===== config.mk =====
export PLATFORM = sky130hd
export DESIGN_NAME = ptmc_top
export DESIGN_NICKNAME = d
export VERILOG_FILES = /design/src/verilog/ptmc_top.v /design/src/verilog/ptmc_sync.v /design/src/verilog/ptmc_edge.v
export VERILOG_INCLUDE_DIRS = /design/src /design/src/inc
export SDC_FILE = /design/constraint.sdc
export NUM_CORES = 1
export LEC_CHECK = 0
export BUFFER_PORTS_ARGS = -buffer_cell sky130_fd_sc_hd__buf_2
export CORE_MARGIN = 2
export CORE_UTILIZATION = 55
export DETAILED_ROUTE_END_ITERATION = 7
export GPL_TIMING_DRIVEN = 0
export PLACE_DENSITY_LB_ADDON = 0.12
export RECOVER_POWER = 50
export SLEW_MARGIN = 20
export SYNTH_ARGS = -nofsm -noshare
export SYNTH_HDL_FRONTEND = slang
export SYNTH_SLANG_ARGS = --single-unit

===== constraint.sdc =====
create_clock -name SYS_CLK_I -period 4.33 [get_ports SYS_CLK_I]
set_input_delay 0.6495 -clock SYS_CLK_I [delete_from_list [all_inputs] [get_ports SYS_CLK_I]]
set_output_delay 0.6495 -clock SYS_CLK_I [all_outputs]
set_load 0.01 [all_outputs]

===== src/inc/ptmc_defines.vh =====
// Purpose: Shared constants for the pulse trigger and mode control block
// Assumes: 10 MHz system clock, period 100 ns
// Notes: Mode codes double as the query answer codes
`ifndef PTMC_DEFINES_VH
`define PTMC_DEFINES_VH

// Operating mode codes (3 bits)
`define PTMC_MODE_W 3
`define PTMC_MODE_AUTO 3'h0
`define PTMC_MODE_SINGLE_TRIGGER_MODE 3'h1
`define PTMC_MODE_GATE 3'h2
`define PTMC_MODE_BURST 3'h3
`define PTMC_MODE_EXTERNAL_WIDTH_MODE 3'h4

// Edge select codes for the request port
`define PTMC_EDGE_W 2
`define PTMC_EDGE_POS 2'h0
`define PTMC_EDGE_NEG 2'h1
`define PTMC_EDGE_BOTH 2'h3

// Repetition interval in picoseconds, burst floor 5.00 ns
`define PTMC_PERIOD_W 32
`define PTMC_BURST_MIN_PS 32'h00001388

// Burst count width and reset values
`define PTMC_COUNT_W 16
`define PTMC_COUNT_ONE 16'h0001
`define PTMC_COUNT_ZERO 16'h0000

// Pulse timer: pulse width and gap in system cycles
`define PTMC_TIMER_W 8
`define PTMC_PULSE_CYC 8'h02
`define PTMC_GAP_CYC 8'h02
`define PTMC_TIMER_ONE 8'h01
`define PTMC_TIMER_ZERO 8'h00

`endif


===== src/verilog/ptmc_top.v =====
// Purpose: Trigger source and operating mode control of a pulse generator
// Assumes: Single 10 MHz clock, settings arrive as one-cycle write strobes
// Notes: Pulse timing is a simple fixed-width stand-in for the real timing path
// Notes: SINGLE_TRIGGER_MODE_O marks only triggers that start a pulse or a burst
// Summary of operation
// - Auto mode, the default, runs continuously and ignores the external input.
// - Trigger mode: one pulse per trigger; refused while duty ratio mode is on.
// - Gate mode: pulses run while the gate is active, stop when it ends.
// - Burst mode: each trigger emits burst_pulse_count pulses.
// - Burst mode refused when the repetition interval is below 5.00 ns.
// - External width mode: output width and period follow the external input.
// - One mode setting shared by both channels.
// - Mode query returns one of five mode codes.
// - Rising edge triggers by default, falling edge when negative is set.
// - Only one edge polarity at a time; both edges request is rejected.
// - Edge query reports positive or negative in use.
// - External enable off by default blocks input triggers; on acts on them.
// - One external enable flag shared by both channels.
// - A software trigger clears the external enable.
// - Enable query reports off or on.
// - Software trigger acts like a group execute trigger in trigger or burst mode.
`timescale 1ns/10ps
`default_nettype none
`include "ptmc_defines.vh"

module ptmc_top (
  // Clock and reset
  input wire SYS_CLK_I,
  input wire ARST_N_I,
  // External trigger pin
  input wire EXT_SINGLE_TRIGGER_MODE_I,
  // Mode setting
  input wire MODE_WR_I,
  input wire [`PTMC_MODE_W-1:0] MODE_I,
  // Edge setting
  input wire EDGE_WR_I,
  input wire [`PTMC_EDGE_W-1:0] EDGE_I,
  // External enable setting
  input wire EXT_EN_WR_I,
  input wire EXT_EN_I,
  // Software trigger command
  input wire SW_SINGLE_TRIGGER_MODE_I,
  // Conflict inputs from other settings
  input wire DUTY_RATIO_MODE_I,
  input wire [`PTMC_PERIOD_W-1:0] REP_INTERVAL_PS_I,
  input wire [`PTMC_COUNT_W-1:0] BURST_COUNT_I,
  // Error flag clear
  input wire ERR_CLR_I,
  // Query answers
  output reg [`PTMC_MODE_W-1:0] MODE_O,
  output reg EDGE_NEG_O,
  output reg EXT_EN_O,
  output reg ERR_O,
  // Shared pulse output to both channels
  output reg PULSE_O,
  output reg SINGLE_TRIGGER_MODE_O
);

  localparam ST_IDLE = 3'h1;
  localparam ST_HIGH = 3'h2;
  localparam ST_LOW = 3'h4;

  // Synchronised pin signals
  wire ext_level;
  wire ext_edge;
  wire ext_prev;
  // Internal state and next values
  reg [`PTMC_MODE_W-1:0] mode_reg;
  reg [`PTMC_MODE_W-1:0] mode_next;
  reg neg_reg;
  reg neg_next;
  reg ext_en_reg;
  reg ext_en_next;
  reg err_reg;
  reg err_next;
  reg [2:0] state_reg;
  reg [2:0] state_next;
  reg [`PTMC_TIMER_W-1:0] timer_reg;
  reg [`PTMC_TIMER_W-1:0] timer_next;
  reg [`PTMC_COUNT_W-1:0] left_reg;
  reg [`PTMC_COUNT_W-1:0] left_next;
  reg ext_single_trigger_mode;
  reg single_trigger_mode;
  reg single_trigger_mode_take;
  reg pulse_next;

  // Check that a mode code is one of the five legal ones
  function mode_legal;
    input [`PTMC_MODE_W-1:0] m;
    begin
      mode_legal = (m == `PTMC_MODE_AUTO) || (m == `PTMC_MODE_SINGLE_TRIGGER_MODE) ||
                   (m == `PTMC_MODE_GATE) || (m == `PTMC_MODE_BURST) ||
                   (m == `PTMC_MODE_EXTERNAL_WIDTH_MODE);
    end
  endfunction

  // Gate is open: gate mode, input enabled, synced level at its active polarity
  function gate_active;
    input [`PTMC_MODE_W-1:0] m;
    input en;
    input lvl;
    input neg;
    begin
      gate_active = (m == `PTMC_MODE_GATE) && en && (lvl != neg);
    end
  endfunction

  // Timer step, shared by the pulse and gap phases
  function [`PTMC_TIMER_W-1:0] tick_down;
    input [`PTMC_TIMER_W-1:0] t;
    begin
      tick_down = t - `PTMC_TIMER_ONE;
    end
  endfunction

  // Trigger pin synchroniser
  ptmc_sync u_sync (
    .sys_clk_i(SYS_CLK_I),
    .arst_n_i(ARST_N_I),
    .pin_i(EXT_SINGLE_TRIGGER_MODE_I),
    .level_o(ext_level)
  );

  // Selected edge detector
  ptmc_edge u_edge (
    .sys_clk_i(SYS_CLK_I),
    .arst_n_i(ARST_N_I),
    .level_i(ext_level),
    .neg_i(neg_reg),
    .edge_o(ext_edge),
    .prev_o(ext_prev)
  );

  // Settings update with conflict checks
  always @* begin
    mode_next = mode_reg;
    neg_next = neg_reg;
    ext_en_next = ext_en_reg;
    err_next = err_reg;
    // Clear first so that a new error in this cycle still sets the flag
    if (ERR_CLR_I) begin
      err_next = 1'b0;
    end
    // Mode write: a refused code leaves the mode alone
    if (MODE_WR_I) begin
      if (!mode_legal(MODE_I)) begin
        err_next = 1'b1;
      end else if (MODE_I == `PTMC_MODE_SINGLE_TRIGGER_MODE && DUTY_RATIO_MODE_I) begin
        err_next = 1'b1;
      end else if (MODE_I == `PTMC_MODE_BURST &&
                   REP_INTERVAL_PS_I < `PTMC_BURST_MIN_PS) begin
        err_next = 1'b1;
      end else begin
        mode_next = MODE_I;
      end
    end
    // Edge write: only one polarity at a time
    if (EDGE_WR_I) begin
      if (EDGE_I == `PTMC_EDGE_POS) begin
        neg_next = 1'b0;
      end else if (EDGE_I == `PTMC_EDGE_NEG) begin
        neg_next = 1'b1;
      end else begin
        err_next = 1'b1;
      end
    end
    // Enable write, one flag for both channels
    if (EXT_EN_WR_I) begin
      ext_en_next = EXT_EN_I;
    end
    // Software trigger wins over a same-cycle enable write
    if (SW_SINGLE_TRIGGER_MODE_I) begin
      ext_en_next = 1'b0;
    end
  end

  // Trigger merge: external edge only when enabled
  always @* begin
    ext_single_trigger_mode = ext_edge & ext_en_reg;
    single_trigger_mode = ext_single_trigger_mode | SW_SINGLE_TRIGGER_MODE_I;
  end

  // Accepted trigger: only from idle, so triggers during a pulse are not flagged
  always @* begin
    single_trigger_mode_take = 1'b0;
    if (state_reg == ST_IDLE && single_trigger_mode) begin
      if (mode_reg == `PTMC_MODE_SINGLE_TRIGGER_MODE) begin
        single_trigger_mode_take = 1'b1;
      end else if (mode_reg == `PTMC_MODE_BURST && BURST_COUNT_I != `PTMC_COUNT_ZERO) begin
        single_trigger_mode_take = 1'b1;
      end
    end
  end

  // Pulse sequencer for auto, trigger, gate and burst
  always @* begin
    state_next = state_reg;
    timer_next = timer_reg;
    left_next = left_reg;
    pulse_next = 1'b0;
    case (state_reg)
      // Idle until auto, an open gate or an accepted trigger starts a pulse
      ST_IDLE: begin
        if (mode_reg == `PTMC_MODE_AUTO) begin
          state_next = ST_HIGH;
          timer_next = `PTMC_PULSE_CYC;
        end else if (gate_active(mode_reg, ext_en_reg, ext_level, neg_reg)) begin
          state_next = ST_HIGH;
          timer_next = `PTMC_PULSE_CYC;
        end else if (mode_reg == `PTMC_MODE_SINGLE_TRIGGER_MODE && single_trigger_mode) begin
          state_next = ST_HIGH;
          timer_next = `PTMC_PULSE_CYC;
          left_next = `PTMC_COUNT_ONE;
        end else if (mode_reg == `PTMC_MODE_BURST && single_trigger_mode &&
                     BURST_COUNT_I != `PTMC_COUNT_ZERO) begin
          state_next = ST_HIGH;
          timer_next = `PTMC_PULSE_CYC;
          left_next = BURST_COUNT_I;
        end
      end
      // Pulse high phase, fixed width
      ST_HIGH: begin
        pulse_next = 1'b1;
        if (timer_reg == `PTMC_TIMER_ONE) begin
          state_next = ST_LOW;
          timer_next = `PTMC_GAP_CYC;
        end else begin
          timer_next = tick_down(timer_reg);
        end
      end
      // Gap phase; a mode change other than to external width takes effect only at its end
      ST_LOW: begin
        if (timer_reg != `PTMC_TIMER_ONE) begin
          timer_next = tick_down(timer_reg);
        end else if (mode_reg == `PTMC_MODE_AUTO) begin
          state_next = ST_HIGH;
          timer_next = `PTMC_PULSE_CYC;
        end else if (gate_active(mode_reg, ext_en_reg, ext_level, neg_reg)) begin
          state_next = ST_HIGH;
          timer_next = `PTMC_PULSE_CYC;
        end else if ((mode_reg == `PTMC_MODE_BURST || mode_reg == `PTMC_MODE_SINGLE_TRIGGER_MODE) &&
                     left_reg > `PTMC_COUNT_ONE) begin
          state_next = ST_HIGH;
          timer_next = `PTMC_PULSE_CYC;
          left_next = left_reg - `PTMC_COUNT_ONE;
        end else begin
          state_next = ST_IDLE;
          left_next = `PTMC_COUNT_ZERO;
        end
      end
      // Stray state code, back to idle
      default: begin
        state_next = ST_IDLE;
      end
    endcase
    // External width follows the input level directly
    if (mode_reg == `PTMC_MODE_EXTERNAL_WIDTH_MODE) begin
      state_next = ST_IDLE;
      pulse_next = ext_en_reg & ext_prev;
    end
  end

  // State registers
  always @(posedge SYS_CLK_I or negedge ARST_N_I) begin
    if (!ARST_N_I) begin
      mode_reg <= `PTMC_MODE_AUTO;
      neg_reg <= 1'b0;
      ext_en_reg <= 1'b0;
      err_reg <= 1'b0;
      state_reg <= ST_IDLE;
      timer_reg <= `PTMC_TIMER_ZERO;
      left_reg <= `PTMC_COUNT_ZERO;
    end else begin
      mode_reg <= mode_next;
      neg_reg <= neg_next;
      ext_en_reg <= ext_en_next;
      err_reg <= err_next;
      state_reg <= state_next;
      timer_reg <= timer_next;
      left_reg <= left_next;
    end
  end

  // Output flops, loaded from the same next values so answers track the state
  always @(posedge SYS_CLK_I or negedge ARST_N_I) begin
    if (!ARST_N_I) begin
      MODE_O <= `PTMC_MODE_AUTO;
      EDGE_NEG_O <= 1'b0;
      EXT_EN_O <= 1'b0;
      ERR_O <= 1'b0;
      PULSE_O <= 1'b0;
      SINGLE_TRIGGER_MODE_O <= 1'b0;
    end else begin
      MODE_O <= mode_next;
      EDGE_NEG_O <= neg_next;
      EXT_EN_O <= ext_en_next;
      ERR_O <= err_next;
      PULSE_O <= pulse_next;
      SINGLE_TRIGGER_MODE_O <= single_trigger_mode_take;
    end
  end

endmodule
`default_nettype wire


===== src/verilog/ptmc_sync.v =====
// Purpose: Three-flop synchroniser with agreement filter for the trigger pin
// Assumes: Input is asynchronous to the system clock
// Notes: First flop feeds only the second; output moves when stages 2 and 3 agree
`timescale 1ns/10ps
`default_nettype none

module ptmc_sync (
  // Clock and reset
  input wire sys_clk_i,
  input wire arst_n_i,
  // Pin in, clean level out
  input wire pin_i,
  output reg level_o
);

  reg s1_reg;
  reg s2_reg;
  reg s3_reg;

  // Synchroniser chain and filtered level
  always @(posedge sys_clk_i or negedge arst_n_i) begin
    if (!arst_n_i) begin
      s1_reg <= 1'b0;
      s2_reg <= 1'b0;
      s3_reg <= 1'b0;
      level_o <= 1'b0;
    end else begin
      s1_reg <= pin_i;
      s2_reg <= s1_reg;
      s3_reg <= s2_reg;
      if (s2_reg == s3_reg) begin
        level_o <= s3_reg; // Change counts once both agree
      end
    end
  end

endmodule
`default_nettype wire


===== src/verilog/ptmc_edge.v =====
// Purpose: Edge detector on a synchronised level with polarity select
// Assumes: Input already in the system clock domain
// Notes: One-cycle pulse per qualifying edge
`timescale 1ns/10ps
`default_nettype none

module ptmc_edge (
  // Clock and reset
  input wire sys_clk_i,
  input wire arst_n_i,
  // Level and polarity
  input wire level_i,
  input wire neg_i,
  // Outputs
  output reg edge_o,
  output reg prev_o
);

  // Edge compare against previous level
  always @(posedge sys_clk_i or negedge arst_n_i) begin
    if (!arst_n_i) begin
      prev_o <= 1'b0;
      edge_o <= 1'b0;
    end else begin
      prev_o <= level_i;
      edge_o <= neg_i ? (prev_o & ~level_i) : (~prev_o & level_i);
    end
  end

endmodule
`default_nettype wire


==> implementation parameters <==
Parameter                              Value

Pwr
  Share of total power consumed by net switching    38.3%
  Static leakage power    1.31 nW
  IR drop worst, VDD    0.000213 V
  Share of total power in sequential cells    45.8%
  Power Dens Cells    486 nW/um^2
  Switching power summed over all nets    542 uW
  Combinational fraction of design power    35.8%
  Internal power component    873 uW
  Clock group share of total power    18.4%

Logic synthesis
  Synth Area per Inst    9.38 sq um
  Mapped Nets    325
  Cell accounting for the most synthesized area    sky130_fd_sc_hd__dfrtp_1
  Most used flip-flop cell after synthesis    sky130_fd_sc_hd__dfrtp_1
  Portion of the post-synthesis area used by sequential elements    42.4%
  Top-area cell type share of the netlist area    41.3%
  Netlist cell types    56
  Synthesized area    2420 sq um
  Gate count after technology mapping    258
  Number of enable-type register cells in the synthesized netlist    0
  Proportion of register bits with asynchronous set or reset after synthesis    100%
  Top area cells in the synthesized netlist    sky130_fd_sc_hd__dfrtp_1 41%, sky130_fd_sc_hd__o22ai_1 3.6%, sky130_fd_sc_hd__nor2_1 3.6%, sky130_fd_sc_hd__a22o_1 3.3%, sky130_fd_sc_hd__nand2_1 3.1%
  Count of yosys warnings during synthesis    0
  Flop and latch count out of synthesis    41

Setup path
  R2R Path Start    timer_reg[5]$_DFFE_PN0P_
  Classification of the worst setup path    reg -> reg
  Critical path required time    4530 ps
  Arrival time of data at the critical path endpoint    2750 ps
  Launching element type of the critical path    flip-flop
  Maximum net fanout on the critical path    10
  Worst R2R Path Depth    7
  Reg-to-reg critical path endpoint    left_reg[3]$_DFFE_PN0P_
  Setup slack of the most critical reg-to-reg path    1780 ps
  Endpoint kind of the worst setup timing path    flip-flop

Drt
  WL/cell    15.9 microns
  Initial DRC Count    256
  Routed WL    6.11 mm
  Routed via count    2394
  DRC violation count after routing    0
  Routed via count divided by cell count    6.22
  Number of nets with antenna violations after routing    0
  Number of detailed-route iterations in the first pass    5

Global routing
  Total overflow reported by the global router    0
  Antenna violations before repair    0
  Pin count of the biggest net entering global routing    42
  Global-route wire length before repair    10.2 mm
  Vias in the first global route    2183
  Total global-route track usage    25.5%

Floorplanning
  Die outline width    70.3 microns
  Number of primary I/O pins    71
  Chip height    70.3 microns
  Core area    4290 sq um
  Rows    24
  Die Footprint    4950 sq um
  Starting density of the core    56.4%

STA
  Final Max Slew Viols    42
  Worst slew margin relative to its limit    -45.1%
  Worst Hold Margin    354 ps
  RSZ-0062 raised after global routing    no
  Slew at the pin closest to its max-slew limit    2180 ps
  Final Hold Violating Endpoints    0
  Fmax achieved    393 MHz
  Final setup margin    1780 ps
  Final total negative setup slack    0 ps
  Count of endpoints failing setup in the final report    0
  Period Utilization, post-route    58.8%
  Time the final worst path needs with I/O delays and setup    2550 ps
  Clk_skew    8.18 ps

Status
  Status    finished with violations
  Failing checks    max-capacitance violations, max-slew violations

Clock tree
  CTS resizes    0
  Hold-fix buffers at CTS    0
  TritonCTS clock tree    yes
  Number of sinks on the clock net    41
  H-tree levels    2
  Source-to-sink clock delay at the later pin of the worst-skew pair    290 ps
  Clock Path Buffers    2
  Clk root buf    sky130_fd_sc_hd__clkbuf_8
  Post-CTS setup buffer count    0
  Register clock-pin slew on the reported worst setup and hold paths    80 ps
  Number of CTS-inserted buffers    5

Layout
  Layout cell share with drive strength beyond 1    25.8%
  Final Net Count    399
  Ant diodes    0
  Synth-to-layout area growth    20.4%
  Number of fill cells in the layout    362
  Number of flip-flops under the largest register name    16

Worst hold path
  Sink of the worst hold path    u_sync.s2_reg$_DFF_PN0_
  Worst Min Path Start    u_sync.s1_reg$_DFF_PN0_
  Number of instances on the worst hold path    0
  Worst min-delay path category    reg -> reg

Placed design
  Worst-case setup slack after placement    1790 ps
  Placed wire-length estimate    4.57 mm
  Final estimated routing congestion in global placement    0.911
  # port buffers    67

Run
  # Max-Cap Violations    1
[placed cells by master, fill, tap and decap left out, drive strengths merged, types with 2 or more instances in the layout]
cell	n
a21o	2
a21oi	7
a32oi	4
nand4	2
nor2	23
ha	4
o21ai	7
nand3	7
a32o	3
or2	3
nor2b	4
nor4	10
a31oi	7
inv	9
mux2	5
buf	70
nand3b	3
xor2	3
nor3	13
nor3b	5
a22o	9
o22ai	14
or3	4
clkbuf	13
o211ai	2
dfrtp	40
o2bb2ai	8
and3	3
o31ai	5
or4	3
nand2b	4
nand2	20
[worst max-delay path, cell delays in order, from the launching register on]
cell and delay, ps:
sky130_fd_sc_hd__dfrtp_1 430, sky130_fd_sc_hd__nor4_1 440, sky130_fd_sc_hd__nand3_1 200, sky130_fd_sc_hd__nor3_1 300
sky130_fd_sc_hd__clkbuf_1 420, sky130_fd_sc_hd__buf_2 330, sky130_fd_sc_hd__nor2_1 150, sky130_fd_sc_hd__o2bb2ai_1 180
[Yosys cell counts, types with 2 or more instances]
library cell	number
sky130_fd_sc_hd__o21ai_0	4
sky130_fd_sc_hd__nor2_1	23
sky130_fd_sc_hd__o22ai_1	14
sky130_fd_sc_hd__xor2_1	3
sky130_fd_sc_hd__mux2_2	2
sky130_fd_sc_hd__a22o_1	9
sky130_fd_sc_hd__buf_6	2
sky130_fd_sc_hd__nor4_1	10
sky130_fd_sc_hd__or4_1	2
sky130_fd_sc_hd__dfrtp_1	40
sky130_fd_sc_hd__nor3b_1	4
sky130_fd_sc_hd__mux2_1	3
sky130_fd_sc_hd__nand4_1	2
sky130_fd_sc_hd__nand3b_1	3
sky130_fd_sc_hd__o31ai_1	5
sky130_fd_sc_hd__o21ai_1	3
sky130_fd_sc_hd__nand3_1	7
sky130_fd_sc_hd__or2_2	2
sky130_fd_sc_hd__inv_1	9
sky130_fd_sc_hd__clkbuf_1	5
sky130_fd_sc_hd__nand2_1	20
sky130_fd_sc_hd__or3_1	4
sky130_fd_sc_hd__a32o_1	3
sky130_fd_sc_hd__nor2b_1	4
sky130_fd_sc_hd__a32oi_1	4
sky130_fd_sc_hd__nor3_1	13
sky130_fd_sc_hd__a31oi_1	7
sky130_fd_sc_hd__ha_1	4
sky130_fd_sc_hd__a21oi_1	7
sky130_fd_sc_hd__nand2b_1	4
sky130_fd_sc_hd__a21o_1	2
sky130_fd_sc_hd__o2bb2ai_1	8
sky130_fd_sc_hd__and3_1	3
[worst max-delay path by stage]
stage / slack (ps) / endpoint / startpoint
after global routing: 1560 / left_reg[13]$_DFFE_PN0P_ / timer_reg[4]$_DFFE_PN0P_
after CTS: 1820 / left_reg[3]$_DFFE_PN0P_ / timer_reg[5]$_DFFE_PN0P_
after detailed placement: 1790 / left_reg[8]$_DFFE_PN0P_ / BURST_COUNT_I[14]
after global placement: 1790 / left_reg[15]$_DFFE_PN0P_ / BURST_COUNT_I[14]
final: 1780 / left_reg[3]$_DFFE_PN0P_ / timer_reg[5]$_DFFE_PN0P_
after floorplan: 2090 / left_reg[4]$_DFFE_PN0P_ / left_reg[11]$_DFFE_PN0P_
[metal layers]
layer	up-vias	share of wire, %	track usage (%)
met1	1113	45	36.4
li1	1148	-	-
met5	-	0	0
met3	12	7.3	4.62
met4	0	1.7	7.26
met2	121	46	39.7
[layout make-up]
type | instances | area (sq um) | area share [%]
Inverter | 9 | 33.8 | 1.16
Clock inverter | 1 | 7.51 | 0.258
Tap cell | 52 | 65.1 | 2.23
Multi-Input combinational cell | 199 | 1310 | 44.8
Clock buffer | 7 | 86.3 | 2.96
Sequential cell | 41 | 1030 | 35.3
Timing Repair Buffer | 67 | 334 | 11.5
Buffer | 9 | 53.8 | 1.85
[metrics by stage]
step	area, sq um	std cells	power [mW]	util, %
2_1_floorplan	2420	258	0.994	-
3_3_place_gp	2820	377	1.14	65.7
3_5_place_dp	2820	377	1.15	65.7
4_1_cts	2920	385	1.42	67.9
5_1_grt	2910	385	1.51	67.9
6_report	2910	385	1.42	67.9
[kinds of logic (layout without fill, tap and decap cells)]
kind of cell / count (synthesis) / count (layout) / share of synthesized area [%]
and+or+nand+nor: 105 / 105 / 22.7
AOI/OAI and AO/OA: 79 / 79 / 24.6
DFF: 41 / 41 / 42.4
buffers and inverters: 18 / 93 / 3.62
muxes: 6 / 6 / 2.74
adders and majority gates: 5 / 5 / 2.48
xor gates and xnor gates: 4 / 4 / 1.45
[power groups by stage]
stage / logic, mW / registers (mW) / clock network, mW
floorplan: 0.373 / 0.621 / 0
global placement: 0.491 / 0.648 / 0
detailed placement: 0.501 / 0.652 / 0
CTS: 0.504 / 0.645 / 0.269
global route: 0.565 / 0.671 / 0.279
finish: 0.507 / 0.648 / 0.260
No activity file was read; power rests on OpenSTA's default activity.
